<file path="src/core/iet_map.svh">
// What this block does
// - Service starts well within eight clocks typically
// - Each node selects interrupt or event transfer
// - Event transfer steals one cycle, no vector
// - Move byte or word, bump chosen pointers
// - Channel counter decrements unless continuous mode
// - Counter reaching zero raises node's standard interrupt
// - Eight independent event transfer channels
// - Node control holds request, enable, priority
// - Priority field selects one of sixteen levels
// - Only strictly higher priority preempts running service
// - Every node owns a distinct vector location
// - Fast inputs detect rising, falling or both
// - Trap instruction number selects interrupt entered
// - Software setting a request flag raises request
`ifndef IET_MAP_SVH
`define IET_MAP_SVH

// ----------------------------------------------------------------
// Register offsets (byte addresses)
// ----------------------------------------------------------------
`define IET_NODE_BASE 9'h000
`define IET_CH_BASE 9'h080
`define IET_CH_SRC 4'h0
`define IET_CH_DST 4'h4
`define IET_CH_CTL 4'h8
`define IET_EDGE_CFG 9'h100
`define IET_STATUS 9'h104
`define IET_MASK 9'h108

// ----------------------------------------------------------------
// Node control fields
// ----------------------------------------------------------------
`define IET_NODE_LVL_LSB 0
`define IET_NODE_EN_BIT 6
`define IET_NODE_REQ_BIT 7
`define IET_NODE_EV_BIT 8
`define IET_NODE_CH_LSB 9

// ----------------------------------------------------------------
// Channel control fields
// ----------------------------------------------------------------
`define IET_CH_CNT_LSB 0
`define IET_CH_CONT_BIT 8
`define IET_CH_WORD_BIT 9
`define IET_CH_INCS_BIT 10
`define IET_CH_INCD_BIT 11

// ----------------------------------------------------------------
// Edge modes, vectors, reset values, timing
// ----------------------------------------------------------------
`define IET_EDGE_RISE_BIT 0
`define IET_EDGE_FALL_BIT 1
`define IET_NODE_TRAP_BASE 8'h10
`define IET_RST_ZERO 32'h0000_0000
`define IET_RESP_TYP_CYC 8

`endif

</file>
<file path="src/core/iet_pkg.sv">
package iet_pkg;
   typedef enum logic [1:0] {IET_IDLE, IET_INT, IET_XFER} iet_state_t;
   typedef logic [23:0] iet_addr_t;
   typedef logic [3:0] iet_lvl_t;
endpackage : iet_pkg

</file>
<file path="src/core/iet_top.sv">
`timescale 1ns/100ps
`include "iet_map.svh"
module iet_top #(
   parameter int NODES = 16,
   parameter int CHANS = 8,
   parameter int EXTS = 4
) (
   input logic clk, // System clock
   input logic rstn, // Async reset, active low
   input logic [8:0] address, // Avalon byte address
   input logic read, // Avalon read
   input logic write, // Avalon write
   input logic [31:0] writedata, // Avalon write data
   output logic [31:0] readdata, // Avalon read data
   output logic waitrequest, // Avalon wait
   input logic [NODES-1:0] node_req_in, // Peripheral request pulses
   input logic [EXTS-1:0] ext_pin, // Fast external interrupt pins
   input iet_pkg::iet_lvl_t cpu_level, // Level of running service
   input logic trap_req, // Trap instruction pulse
   input logic [7:0] trap_num, // Trap number
   output logic irq_req, // Interrupt request to CPU
   output logic [7:0] irq_num, // Trap number of request
   output logic [15:0] irq_vector, // Vector offset in segment
   output iet_pkg::iet_lvl_t irq_level, // Level of request
   input logic cpu_ack, // CPU accepted the interrupt
   output logic xfer_req, // Event transfer cycle request
   output iet_pkg::iet_addr_t xfer_src, // Transfer source address
   output iet_pkg::iet_addr_t xfer_dst, // Transfer destination address
   output logic xfer_word, // Word (1) or byte (0)
   input logic xfer_ack, // CPU gave the stolen cycle
   output logic sw_irq // Status interrupt, level
);
   import iet_pkg::*;

   localparam int NW = $clog2(NODES);
   localparam int CW = $clog2(CHANS);

   iet_state_t state_r;
   iet_lvl_t lvl_r [NODES];
   logic [NODES-1:0] en_r;
   logic [NODES-1:0] flag_r;
   logic [NODES-1:0] ev_r;
   logic [CW-1:0] ch_r [NODES];
   iet_addr_t src_r [CHANS];
   iet_addr_t dst_r [CHANS];
   logic [7:0] cnt_r [CHANS];
   logic [CHANS-1:0] cont_r;
   logic [CHANS-1:0] word_r;
   logic [CHANS-1:0] incs_r;
   logic [CHANS-1:0] incd_r;
   logic [1:0] edge_r [EXTS];
   logic [CHANS-1:0] status_r;
   logic [CHANS-1:0] mask_r;
   logic [EXTS-1:0] ext_hit;
   logic ack_r;
   logic [31:0] readdata_r;
   logic [31:0] rd_nxt;
   logic wr_en;
   logic rd_take;
   logic is_node;
   logic is_ch;
   logic [NW-1:0] a_node;
   logic [CW-1:0] a_ch;
   logic cand_found;
   logic [NW-1:0] cand_idx;
   iet_lvl_t cand_lvl;
   logic [CW-1:0] cand_ch;
   logic cand_ev;
   logic start_svc;
   logic [NW-1:0] cur_node_r;
   logic [CW-1:0] cur_ch_r;
   logic xfer_done;
   logic zero_hit;
   logic trap_pend_r;
   logic [7:0] trap_num_r;
   logic [7:0] irq_num_r;
   iet_lvl_t irq_level_r;
   iet_addr_t xfer_src_r;
   iet_addr_t xfer_dst_r;
   logic xfer_word_r;
   logic sw_irq_r;

   // ----------------------------------------------------------------
   // Avalon slave: one wait cycle, then the answer
   // ----------------------------------------------------------------
   // Wait is high on the first cycle of every request
   assign waitrequest = (read | write) & ~ack_r;
   assign wr_en = write & ack_r;
   assign rd_take = read & ack_r;
   assign readdata = readdata_r;
   assign is_node = (address[8:NW+2] == '0);
   assign is_ch = (address[8:7] == 2'h1);
   assign a_node = address[NW+1:2];
   assign a_ch = address[CW+3:4];

   // Acknowledge toggles so each request sees exactly one wait cycle
   always_ff @(posedge clk or negedge rstn) begin
      if (!rstn) begin
         ack_r <= 1'h0;
      end else begin
         ack_r <= (read | write) & ~ack_r;
      end
   end

   // Read mux; unmapped addresses read as zero
   always_comb begin
      rd_nxt = `IET_RST_ZERO;
      if (is_node) begin
         rd_nxt[`IET_NODE_LVL_LSB +: 4] = lvl_r[a_node];
         rd_nxt[`IET_NODE_EN_BIT] = en_r[a_node];
         rd_nxt[`IET_NODE_REQ_BIT] = flag_r[a_node];
         rd_nxt[`IET_NODE_EV_BIT] = ev_r[a_node];
         rd_nxt[`IET_NODE_CH_LSB +: CW] = ch_r[a_node];
      end else if (is_ch) begin
         case (address[3:0])
            `IET_CH_SRC: rd_nxt[23:0] = src_r[a_ch];
            `IET_CH_DST: rd_nxt[23:0] = dst_r[a_ch];
            `IET_CH_CTL: begin
               rd_nxt[`IET_CH_CNT_LSB +: 8] = cnt_r[a_ch];
               rd_nxt[`IET_CH_CONT_BIT] = cont_r[a_ch];
               rd_nxt[`IET_CH_WORD_BIT] = word_r[a_ch];
               rd_nxt[`IET_CH_INCS_BIT] = incs_r[a_ch];
               rd_nxt[`IET_CH_INCD_BIT] = incd_r[a_ch];
            end
            default: rd_nxt = `IET_RST_ZERO;
         endcase
      end else if (address == `IET_EDGE_CFG) begin
         for (int i = 0; i < EXTS; i++) begin
            rd_nxt[2*i +: 2] = edge_r[i];
         end
      end else if (address == `IET_STATUS) begin
         rd_nxt[CHANS-1:0] = status_r;
      end else if (address == `IET_MASK) begin
         rd_nxt[CHANS-1:0] = mask_r;
      end
   end

   // Read data sampled in the wait cycle, stands at the answer edge
   always_ff @(posedge clk or negedge rstn) begin
      if (!rstn) begin
         readdata_r <= `IET_RST_ZERO;
      end else if (read && !ack_r) begin
         readdata_r <= rd_nxt;
      end
   end

   // ----------------------------------------------------------------
   // Fast external inputs
   // ----------------------------------------------------------------
   // Pin i feeds node i through its own edge detector
   for (genvar g = 0; g < EXTS; g++) begin : g_ext
      iet_edge_det u_edge (
         .clk(clk),
         .rstn(rstn),
         .pin_async(ext_pin[g]),
         .mode(edge_r[g]),
         .hit(ext_hit[g])
      );
   end

   // ----------------------------------------------------------------
   // Node control registers
   // ----------------------------------------------------------------
   // Level, enable, routing and channel select per node
   always_ff @(posedge clk or negedge rstn) begin
      if (!rstn) begin
         en_r <= '0;
         ev_r <= '0;
         for (int i = 0; i < NODES; i++) begin
            lvl_r[i] <= 4'h0;
            ch_r[i] <= '0;
         end
      end else if (wr_en && is_node) begin
         lvl_r[a_node] <= writedata[`IET_NODE_LVL_LSB +: 4];
         en_r[a_node] <= writedata[`IET_NODE_EN_BIT];
         ev_r[a_node] <= writedata[`IET_NODE_EV_BIT];
         ch_r[a_node] <= writedata[`IET_NODE_CH_LSB +: CW];
      end
   end

   // Request flags: software write, then service clear, hardware set wins
   always_ff @(posedge clk or negedge rstn) begin
      if (!rstn) begin
         flag_r <= '0;
      end else begin
         for (int i = 0; i < NODES; i++) begin
            if (wr_en && is_node && a_node == NW'(i)) begin
               flag_r[i] <= writedata[`IET_NODE_REQ_BIT];
            end
            if (start_svc && cand_idx == NW'(i)) begin
               flag_r[i] <= 1'h0;
            end
            if (node_req_in[i] || (i < EXTS && ext_hit[i % EXTS]) ||
                (zero_hit && cur_node_r == NW'(i))) begin
               flag_r[i] <= 1'h1;
            end
         end
      end
   end

   // ----------------------------------------------------------------
   // Arbitration
   // ----------------------------------------------------------------
   // Highest level above the running service; ties go to lowest index
   always_comb begin
      cand_found = 1'h0;
      cand_idx = '0;
      cand_lvl = 4'h0;
      for (int i = 0; i < NODES; i++) begin
         if (flag_r[i] && en_r[i] && lvl_r[i] > cpu_level &&
             (!cand_found || lvl_r[i] > cand_lvl)) begin
            cand_found = 1'h1;
            cand_idx = NW'(i);
            cand_lvl = lvl_r[i];
         end
      end
   end

   // An exhausted non-continuous channel falls back to the vector
   assign cand_ch = ch_r[cand_idx];
   assign cand_ev = ev_r[cand_idx] &&
                    (cont_r[cand_ch] || cnt_r[cand_ch] != 8'h00);
   assign start_svc = (state_r == IET_IDLE) && !trap_pend_r && cand_found;
   assign xfer_done = (state_r == IET_XFER) && xfer_ack;
   assign zero_hit = xfer_done && !cont_r[cur_ch_r] && cnt_r[cur_ch_r] == 8'h01;

   // ----------------------------------------------------------------
   // Trap capture
   // ----------------------------------------------------------------
   // A trap waits here until the sequencer is free
   always_ff @(posedge clk or negedge rstn) begin
      if (!rstn) begin
         trap_pend_r <= 1'h0;
         trap_num_r <= 8'h00;
      end else if (trap_req) begin
         trap_pend_r <= 1'h1;
         trap_num_r <= trap_num;
      end else if (state_r == IET_IDLE) begin
         trap_pend_r <= 1'h0;
      end
   end

   // ----------------------------------------------------------------
   // Service sequencer
   // ----------------------------------------------------------------
   // Request goes out the cycle after selection, well inside 8 clocks
   always_ff @(posedge clk or negedge rstn) begin
      if (!rstn) begin
         state_r <= IET_IDLE;
         cur_node_r <= '0;
         cur_ch_r <= '0;
         irq_num_r <= 8'h00;
         irq_level_r <= 4'h0;
         xfer_src_r <= 24'h000000;
         xfer_dst_r <= 24'h000000;
         xfer_word_r <= 1'h0;
      end else begin
         case (state_r)
            IET_IDLE: begin
               if (trap_pend_r) begin
                  state_r <= IET_INT;
                  irq_num_r <= trap_num_r;
                  irq_level_r <= cpu_level;
               end else if (cand_found) begin
                  cur_node_r <= cand_idx;
                  cur_ch_r <= cand_ch;
                  irq_level_r <= cand_lvl;
                  irq_num_r <= `IET_NODE_TRAP_BASE + 8'(cand_idx);
                  if (cand_ev) begin
                     state_r <= IET_XFER;
                     xfer_src_r <= src_r[cand_ch];
                     xfer_dst_r <= dst_r[cand_ch];
                     xfer_word_r <= word_r[cand_ch];
                  end else begin
                     state_r <= IET_INT;
                  end
               end
            end
            IET_INT: begin
               if (cpu_ack) begin
                  state_r <= IET_IDLE;
               end
            end
            IET_XFER: begin
               if (xfer_ack) begin
                  state_r <= IET_IDLE;
               end
            end
            default: state_r <= IET_IDLE;
         endcase
      end
   end

   assign irq_req = (state_r == IET_INT);
   assign xfer_req = (state_r == IET_XFER);
   assign irq_num = irq_num_r;
   assign irq_vector = {6'h00, irq_num_r, 2'h0};
   assign irq_level = irq_level_r;
   assign xfer_src = xfer_src_r;
   assign xfer_dst = xfer_dst_r;
   assign xfer_word = xfer_word_r;

   // ----------------------------------------------------------------
   // Event transfer channels
   // ----------------------------------------------------------------
   // Pointers and counters: software writes, transfers update
   always_ff @(posedge clk or negedge rstn) begin
      if (!rstn) begin
         cont_r <= '0;
         word_r <= '0;
         incs_r <= '0;
         incd_r <= '0;
         for (int c = 0; c < CHANS; c++) begin
            src_r[c] <= 24'h000000;
            dst_r[c] <= 24'h000000;
            cnt_r[c] <= 8'h00;
         end
      end else if (xfer_done) begin
         if (incs_r[cur_ch_r]) begin
            src_r[cur_ch_r] <= src_r[cur_ch_r] + (word_r[cur_ch_r] ? 24'h2 : 24'h1);
         end
         if (incd_r[cur_ch_r]) begin
            dst_r[cur_ch_r] <= dst_r[cur_ch_r] + (word_r[cur_ch_r] ? 24'h2 : 24'h1);
         end
         if (!cont_r[cur_ch_r]) begin
            cnt_r[cur_ch_r] <= cnt_r[cur_ch_r] - 8'h01;
         end
      end else if (wr_en && is_ch) begin
         case (address[3:0])
            `IET_CH_SRC: src_r[a_ch] <= writedata[23:0];
            `IET_CH_DST: dst_r[a_ch] <= writedata[23:0];
            `IET_CH_CTL: begin
               cnt_r[a_ch] <= writedata[`IET_CH_CNT_LSB +: 8];
               cont_r[a_ch] <= writedata[`IET_CH_CONT_BIT];
               word_r[a_ch] <= writedata[`IET_CH_WORD_BIT];
               incs_r[a_ch] <= writedata[`IET_CH_INCS_BIT];
               incd_r[a_ch] <= writedata[`IET_CH_INCD_BIT];
            end
            default: cont_r <= cont_r;
         endcase
      end
   end

   // ----------------------------------------------------------------
   // Edge config, status, mask and interrupt output
   // ----------------------------------------------------------------
   // Edge selection per fast input
   always_ff @(posedge clk or negedge rstn) begin
      if (!rstn) begin
         for (int i = 0; i < EXTS; i++) begin
            edge_r[i] <= 2'h0;
         end
      end else if (wr_en && address == `IET_EDGE_CFG) begin
         for (int i = 0; i < EXTS; i++) begin
            edge_r[i] <= writedata[2*i +: 2];
         end
      end
   end

   // Sticky count-zero bits; read clears what was seen, set wins
   always_ff @(posedge clk or negedge rstn) begin
      if (!rstn) begin
         status_r <= '0;
      end else begin
         status_r <= (status_r & ~((rd_take && address == `IET_STATUS) ?
                     readdata_r[CHANS-1:0] : '0)) |
                     (zero_hit ? (CHANS'(1) << cur_ch_r) : '0);
      end
   end

   // Mask register
   always_ff @(posedge clk or negedge rstn) begin
      if (!rstn) begin
         mask_r <= '0;
      end else if (wr_en && address == `IET_MASK) begin
         mask_r <= writedata[CHANS-1:0];
      end
   end

   // Level interrupt while any unmasked status bit is set
   always_ff @(posedge clk or negedge rstn) begin
      if (!rstn) begin
         sw_irq_r <= 1'h0;
      end else begin
         sw_irq_r <= |(status_r & mask_r);
      end
   end

   assign sw_irq = sw_irq_r;
endmodule : iet_top

</file>
<file path="src/core/iet_edge_det.sv">
`timescale 1ns/100ps
`include "iet_map.svh"
module iet_edge_det (
   input logic clk, // System clock
   input logic rstn, // Async reset, active low
   input logic pin_async, // Raw fast interrupt pin
   input logic [1:0] mode, // Edge selection
   output logic hit // One-cycle edge pulse
);
   logic sync1_r;
   logic sync2_r;
   logic prev_r;
   logic hit_r;

   // ----------------------------------------------------------------
   // Synchroniser and edge detect
   // ----------------------------------------------------------------
   // Two flops first, then edge compare on the second and third
   always_ff @(posedge clk or negedge rstn) begin
      if (!rstn) begin
         sync1_r <= 1'h0;
         sync2_r <= 1'h0;
         prev_r <= 1'h0;
         hit_r <= 1'h0;
      end else begin
         sync1_r <= pin_async;
         sync2_r <= sync1_r;
         prev_r <= sync2_r;
         hit_r <= (mode[`IET_EDGE_RISE_BIT] & sync2_r & ~prev_r) |
                  (mode[`IET_EDGE_FALL_BIT] & ~sync2_r & prev_r);
      end
   end

   assign hit = hit_r;
endmodule : iet_edge_det

</file>
<file path="config.mk">
export PLATFORM = sky130hd
export DESIGN_NAME = iet_top
export DESIGN_NICKNAME = d
export VERILOG_FILES = /design/src/core/iet_pkg.sv /design/src/core/iet_top.sv /design/src/core/iet_edge_det.sv
export VERILOG_INCLUDE_DIRS = /design/src /design/src/core
export SDC_FILE = /design/constraint.sdc
export NUM_CORES = 2
export LEC_CHECK = 0
export ABC_AREA = 0
export ABC_CLOCK_PERIOD_IN_PS = 52300
export BUFFER_PORTS_ARGS = -buffer_cell sky130_fd_sc_hd__buf_2
export CAP_MARGIN = 20
export CORE_MARGIN = 5
export CORE_UTILIZATION = 57
export CTS_BUF_LIST = sky130_fd_sc_hd__clkbuf_2 sky130_fd_sc_hd__clkbuf_4 sky130_fd_sc_hd__clkbuf_8
export CTS_CLUSTER_DIAMETER = 80
export DETAILED_ROUTE_END_ITERATION = 8
export PLACE_DENSITY = 0.86
export SYNTH_ARGS = -nofsm -noshare
export SYNTH_HDL_FRONTEND = slang
export SYNTH_SLANG_ARGS = --single-unit
</file>
<file path="constraint.sdc">
create_clock -name clk -period 52.3 [get_ports clk]
set_input_delay 10.46 -clock clk [delete_from_list [all_inputs] [get_ports clk]]
set_output_delay 10.46 -clock clk [all_outputs]
set_load 0.05 [all_outputs]
</file>
==> impl_metrics.csv <==
group,metric,value,unit
outcome,status,"complete, but fails checks",
outcome,failed_checks,"DRC",
sta,period_share,0.803,
clocking,htree_levels,4,
placed_design,dpl.cell_count,5704,
pwr,finalPower,1.65,mW
logic_synthesis,yosys_warnings,0,
logic_synthesis,syn_area,51200,um2
logic_synthesis,synth_top_area_share,0.383,
setup_path,cpMostUsedCell,"ha_1",
placed_design,portBuffers,168,
setup_path,rr_worst_depth,135,
pwr,ir_drop,0.0448,mV
sta,fin_setup_tns,0,ps
clocking,tritoncts,"built",
global_routing,grt_pass1_vias,45000,
sta,rsz0062_at_grt,"no",
flow_run,drv_cap,0,
logic_synthesis,yosys-top-cells-area,"dfrtp_1, mux4_2, mux2i_1",
layout,fill_cells,6647,
sta,relSlewSlack,0.223,
logic_synthesis,synth_async_sr_flop_share,1.00,
logic_synthesis,yosys-top-cells-count,"dfrtp_1, o21ai_0, mux2i_1",
logic_synthesis,synth_ff_type,"dfrtp_1",
clocking,clock-root-buffer,"clkbuf_8",
logic_synthesis,synth-edff-count,0,
setup_path,crit_slowest_cell,"buf_4",
sta,fmax,23.8,MHz
routing,met3WireLength,28.8,mm
clocking,numCtsBuffers,137,
layout,final_area,55900,um2
logic_synthesis,syn_inst,4653,
logic_synthesis,synth_cell_types,96,
placed_design,globalplace.congestion,1.01,
global_routing,grt.total_usage,0.371,
setup_path,crit_arrival,42740,ps
layout,area_delta_synth_final,9.03,%
worst_hold_path,hold_end,"g_ext[0].u_edge.sync2_r",
setup_path,crit_path_max_incr_delay,990,ps
routing,drt-met1-wl,59.2,mm
sta,worst_pin_slew,1160,ps
floorplanning,die_area,96000,um2
pwr,power_per_cell_area,29.6,nW/um2
clocking,cts_resized,0,
setup_path,r2r_start,"lvl_r[61]",
setup_path,critPathLaunchType,"input port",
routing,highest_layer,"met5",
layout,final_nets,4879,
setup_path,crit_fanout,62,
logic_synthesis,yosysSeqAreaShare,0.383,
setup_path,worstPathRequired,53030,ps
setup_path,critical_path_class,"in2reg",
clocking,cts_hold_buf,0,
global_routing,grt_pass1_wl,271,mm
worst_hold_path,whs_path_depth,0,
setup_path,regToRegSetupSlack,19910,ps
routing,drt_iter0_drc,7148,
layout,layoutNonFillerInstCount,5957,
sta,skew,60.7,ps
routing,wl_met2,76.1,mm
logic_synthesis,synth-seq-cells,785,
logic_synthesis,synth.most_common_cell,"dfrtp_1",
floorplanning,num_rows,110,
routing,detail_route.wl_per_cell,30.6,um
clocking,cts_setup_buffers,0,
routing,vias_per_cell,7.51,
sta,finalHoldViolCount,0,
floorplanning,die_w,310,um
clocking,path_clk_slew,60,ps
pwr,p_leak,25.2,nW
worst_hold_path,worstHoldStart,"g_ext[0].u_edge.sync1_r",
clocking,clock_latency,880,ps
clocking,clockBufferDepth,3,
global_routing,grt-ovfl-total,0,
logic_synthesis,syn_avg_cell_area,11.0,um2
sta,slew_violations,0,
placed_design,dp.final_hpwl,113,mm
routing,ant_nets,0,
setup_path,r2r-end,"xfer_dst[22]",
sta,finalSetupViolCount,0,
layout,final_layout_size_suffix_gt1_frac,0.246,
global_routing,antenna_found_initial,11,
worst_hold_path,hold_path_class,"reg2reg",
logic_synthesis,yosys.area.top_type,"dfrtp_1",
setup_path,end_kind,"flop",
routing,wl,182,mm
floorplanning,io_pins,193,
routing,firstDrtPassIters,9,
routing,remaining_drc_errors,10,
floorplanning,initial_core_util,0.572,
placed_design,place_area,52800,um2
routing,vias,44700,
floorplanning,dieHeight,310,um
floorplanning,fp.coreArea,89600,um2
global_routing,grt_start_max_net_pins,183,
sta,timing.final.crit_period,42010,ps
clocking,cts.sinks,785,
sequential cells by signal, indices dropped and copies added (netlist names), 8 cells and up:
register,cells
dst_r,192
cont_r,8
cnt_r,64
irq_num,8
lvl_r,64
ev_r,16
xfer_src,24
incs_r,8
edge_r,8
flag_r,16
xfer_dst,24
trap_num_r,8
incd_r,8
en_r,16
mask_r,8
src_r,192
word_r,8
ch_r,48
readdata,24
status_r,8
worst max-delay path, delay by kind of cell:
| family | cells | cell delay [ps] |
|---|---|---|
| compound gates | 58 | 13780 |
| fa+ha+maj | 16 | 4320 |
| buf+inv | 16 | 3610 |
| mux | 16 | 5590 |
| simple gates | 32 | 4820 |
stage by stage:
stage | setup slack [ps] | hold slack [ps] | util
2_1_floorplan | 16560 | 331 | -
3_3_place_gp | 11290 | 337 | 0.589
3_5_place_dp | 10480 | 340 | 0.589
4_1_cts | 11010 | 354 | 0.622
5_1_grt | 8830 | 372 | 0.623
6_report | 10290 | 354 | 0.623
layer usage:
metal / vias up / track usage
met5: - / 0.0104
met4: 8 / 0.277
met3: 1331 / 0.159
met2: 4086 / 0.528
met1: 21500 / 0.449
li1: 17800 / -
power breakdown:
| group | switching, mW | internal, mW |
|---|---|---|
| sequential | 0.0279 | 0.627 |
| combinational | 0.248 | 0.140 |
| clock | 0.281 | 0.329 |
layout by cell type (no fill, tap or decap), drive strengths merged, types with 25 or more instances in the layout:
cell	netlist	layout
nor2	158	158
o21a	29	29
a22o	414	414
nand3	39	39
nor2b	36	36
clkbuf	256	210
xnor2	26	26
mux2	327	327
o21ai	544	544
ha	124	124
a21oi	90	90
buf	145	267
dfrtp	785	785
nor3	32	32
nand4	25	25
nand2	421	421
a21boi	28	28
mux2i	434	434
inv	88	99
mux4	290	290
o22ai	25	25
area by class of cell:
class | count | area [um2] | share of cell area
flip-flops and latches | 785 | 19700 | 0.352
clock buffers | 210 | 2580 | 0.0463
diodes | 12 | 30.0 | 0.000538
clock inverters | 25 | 305 | 0.00547
well taps | 1176 | 1470 | 0.0263
inverters | 88 | 330 | 0.00591
multi-input cells | 3394 | 29700 | 0.532
repair buffers | 267 | 1760 | 0.0315
worst max-delay path by stage:
stage | start | end | slack (ps) | cells past startpoint
2_1_floorplan | cpu_level[3] | xfer_dst[23] | 16560 | 140
3_3_place_gp | cpu_level[3] | xfer_dst[22] | 11290 | 137
3_5_place_dp | cpu_level[3] | xfer_dst[23] | 10480 | 138
4_1_cts | cpu_level[3] | xfer_dst[22] | 11010 | 138
5_1_grt | cpu_level[2] | xfer_dst[23] | 8830 | 139
6_report | cpu_level[2] | xfer_dst[22] | 10290 | 138
cells by family after synthesis:
kind of cell | after synthesis | share of synthesized area
AO/OA/AOI/OAI | 1317 | 0.177
XOR/XNOR | 49 | 0.00838
adder cells (fa/ha/maj) | 126 | 0.0311
buffers and inverters | 489 | 0.0395
flip-flops | 785 | 0.383
multiplexers | 1051 | 0.287
other | 1 | 0.0000732
AND/OR/NAND/NOR | 835 | 0.0735
Power figures use the tool's default switching activity.
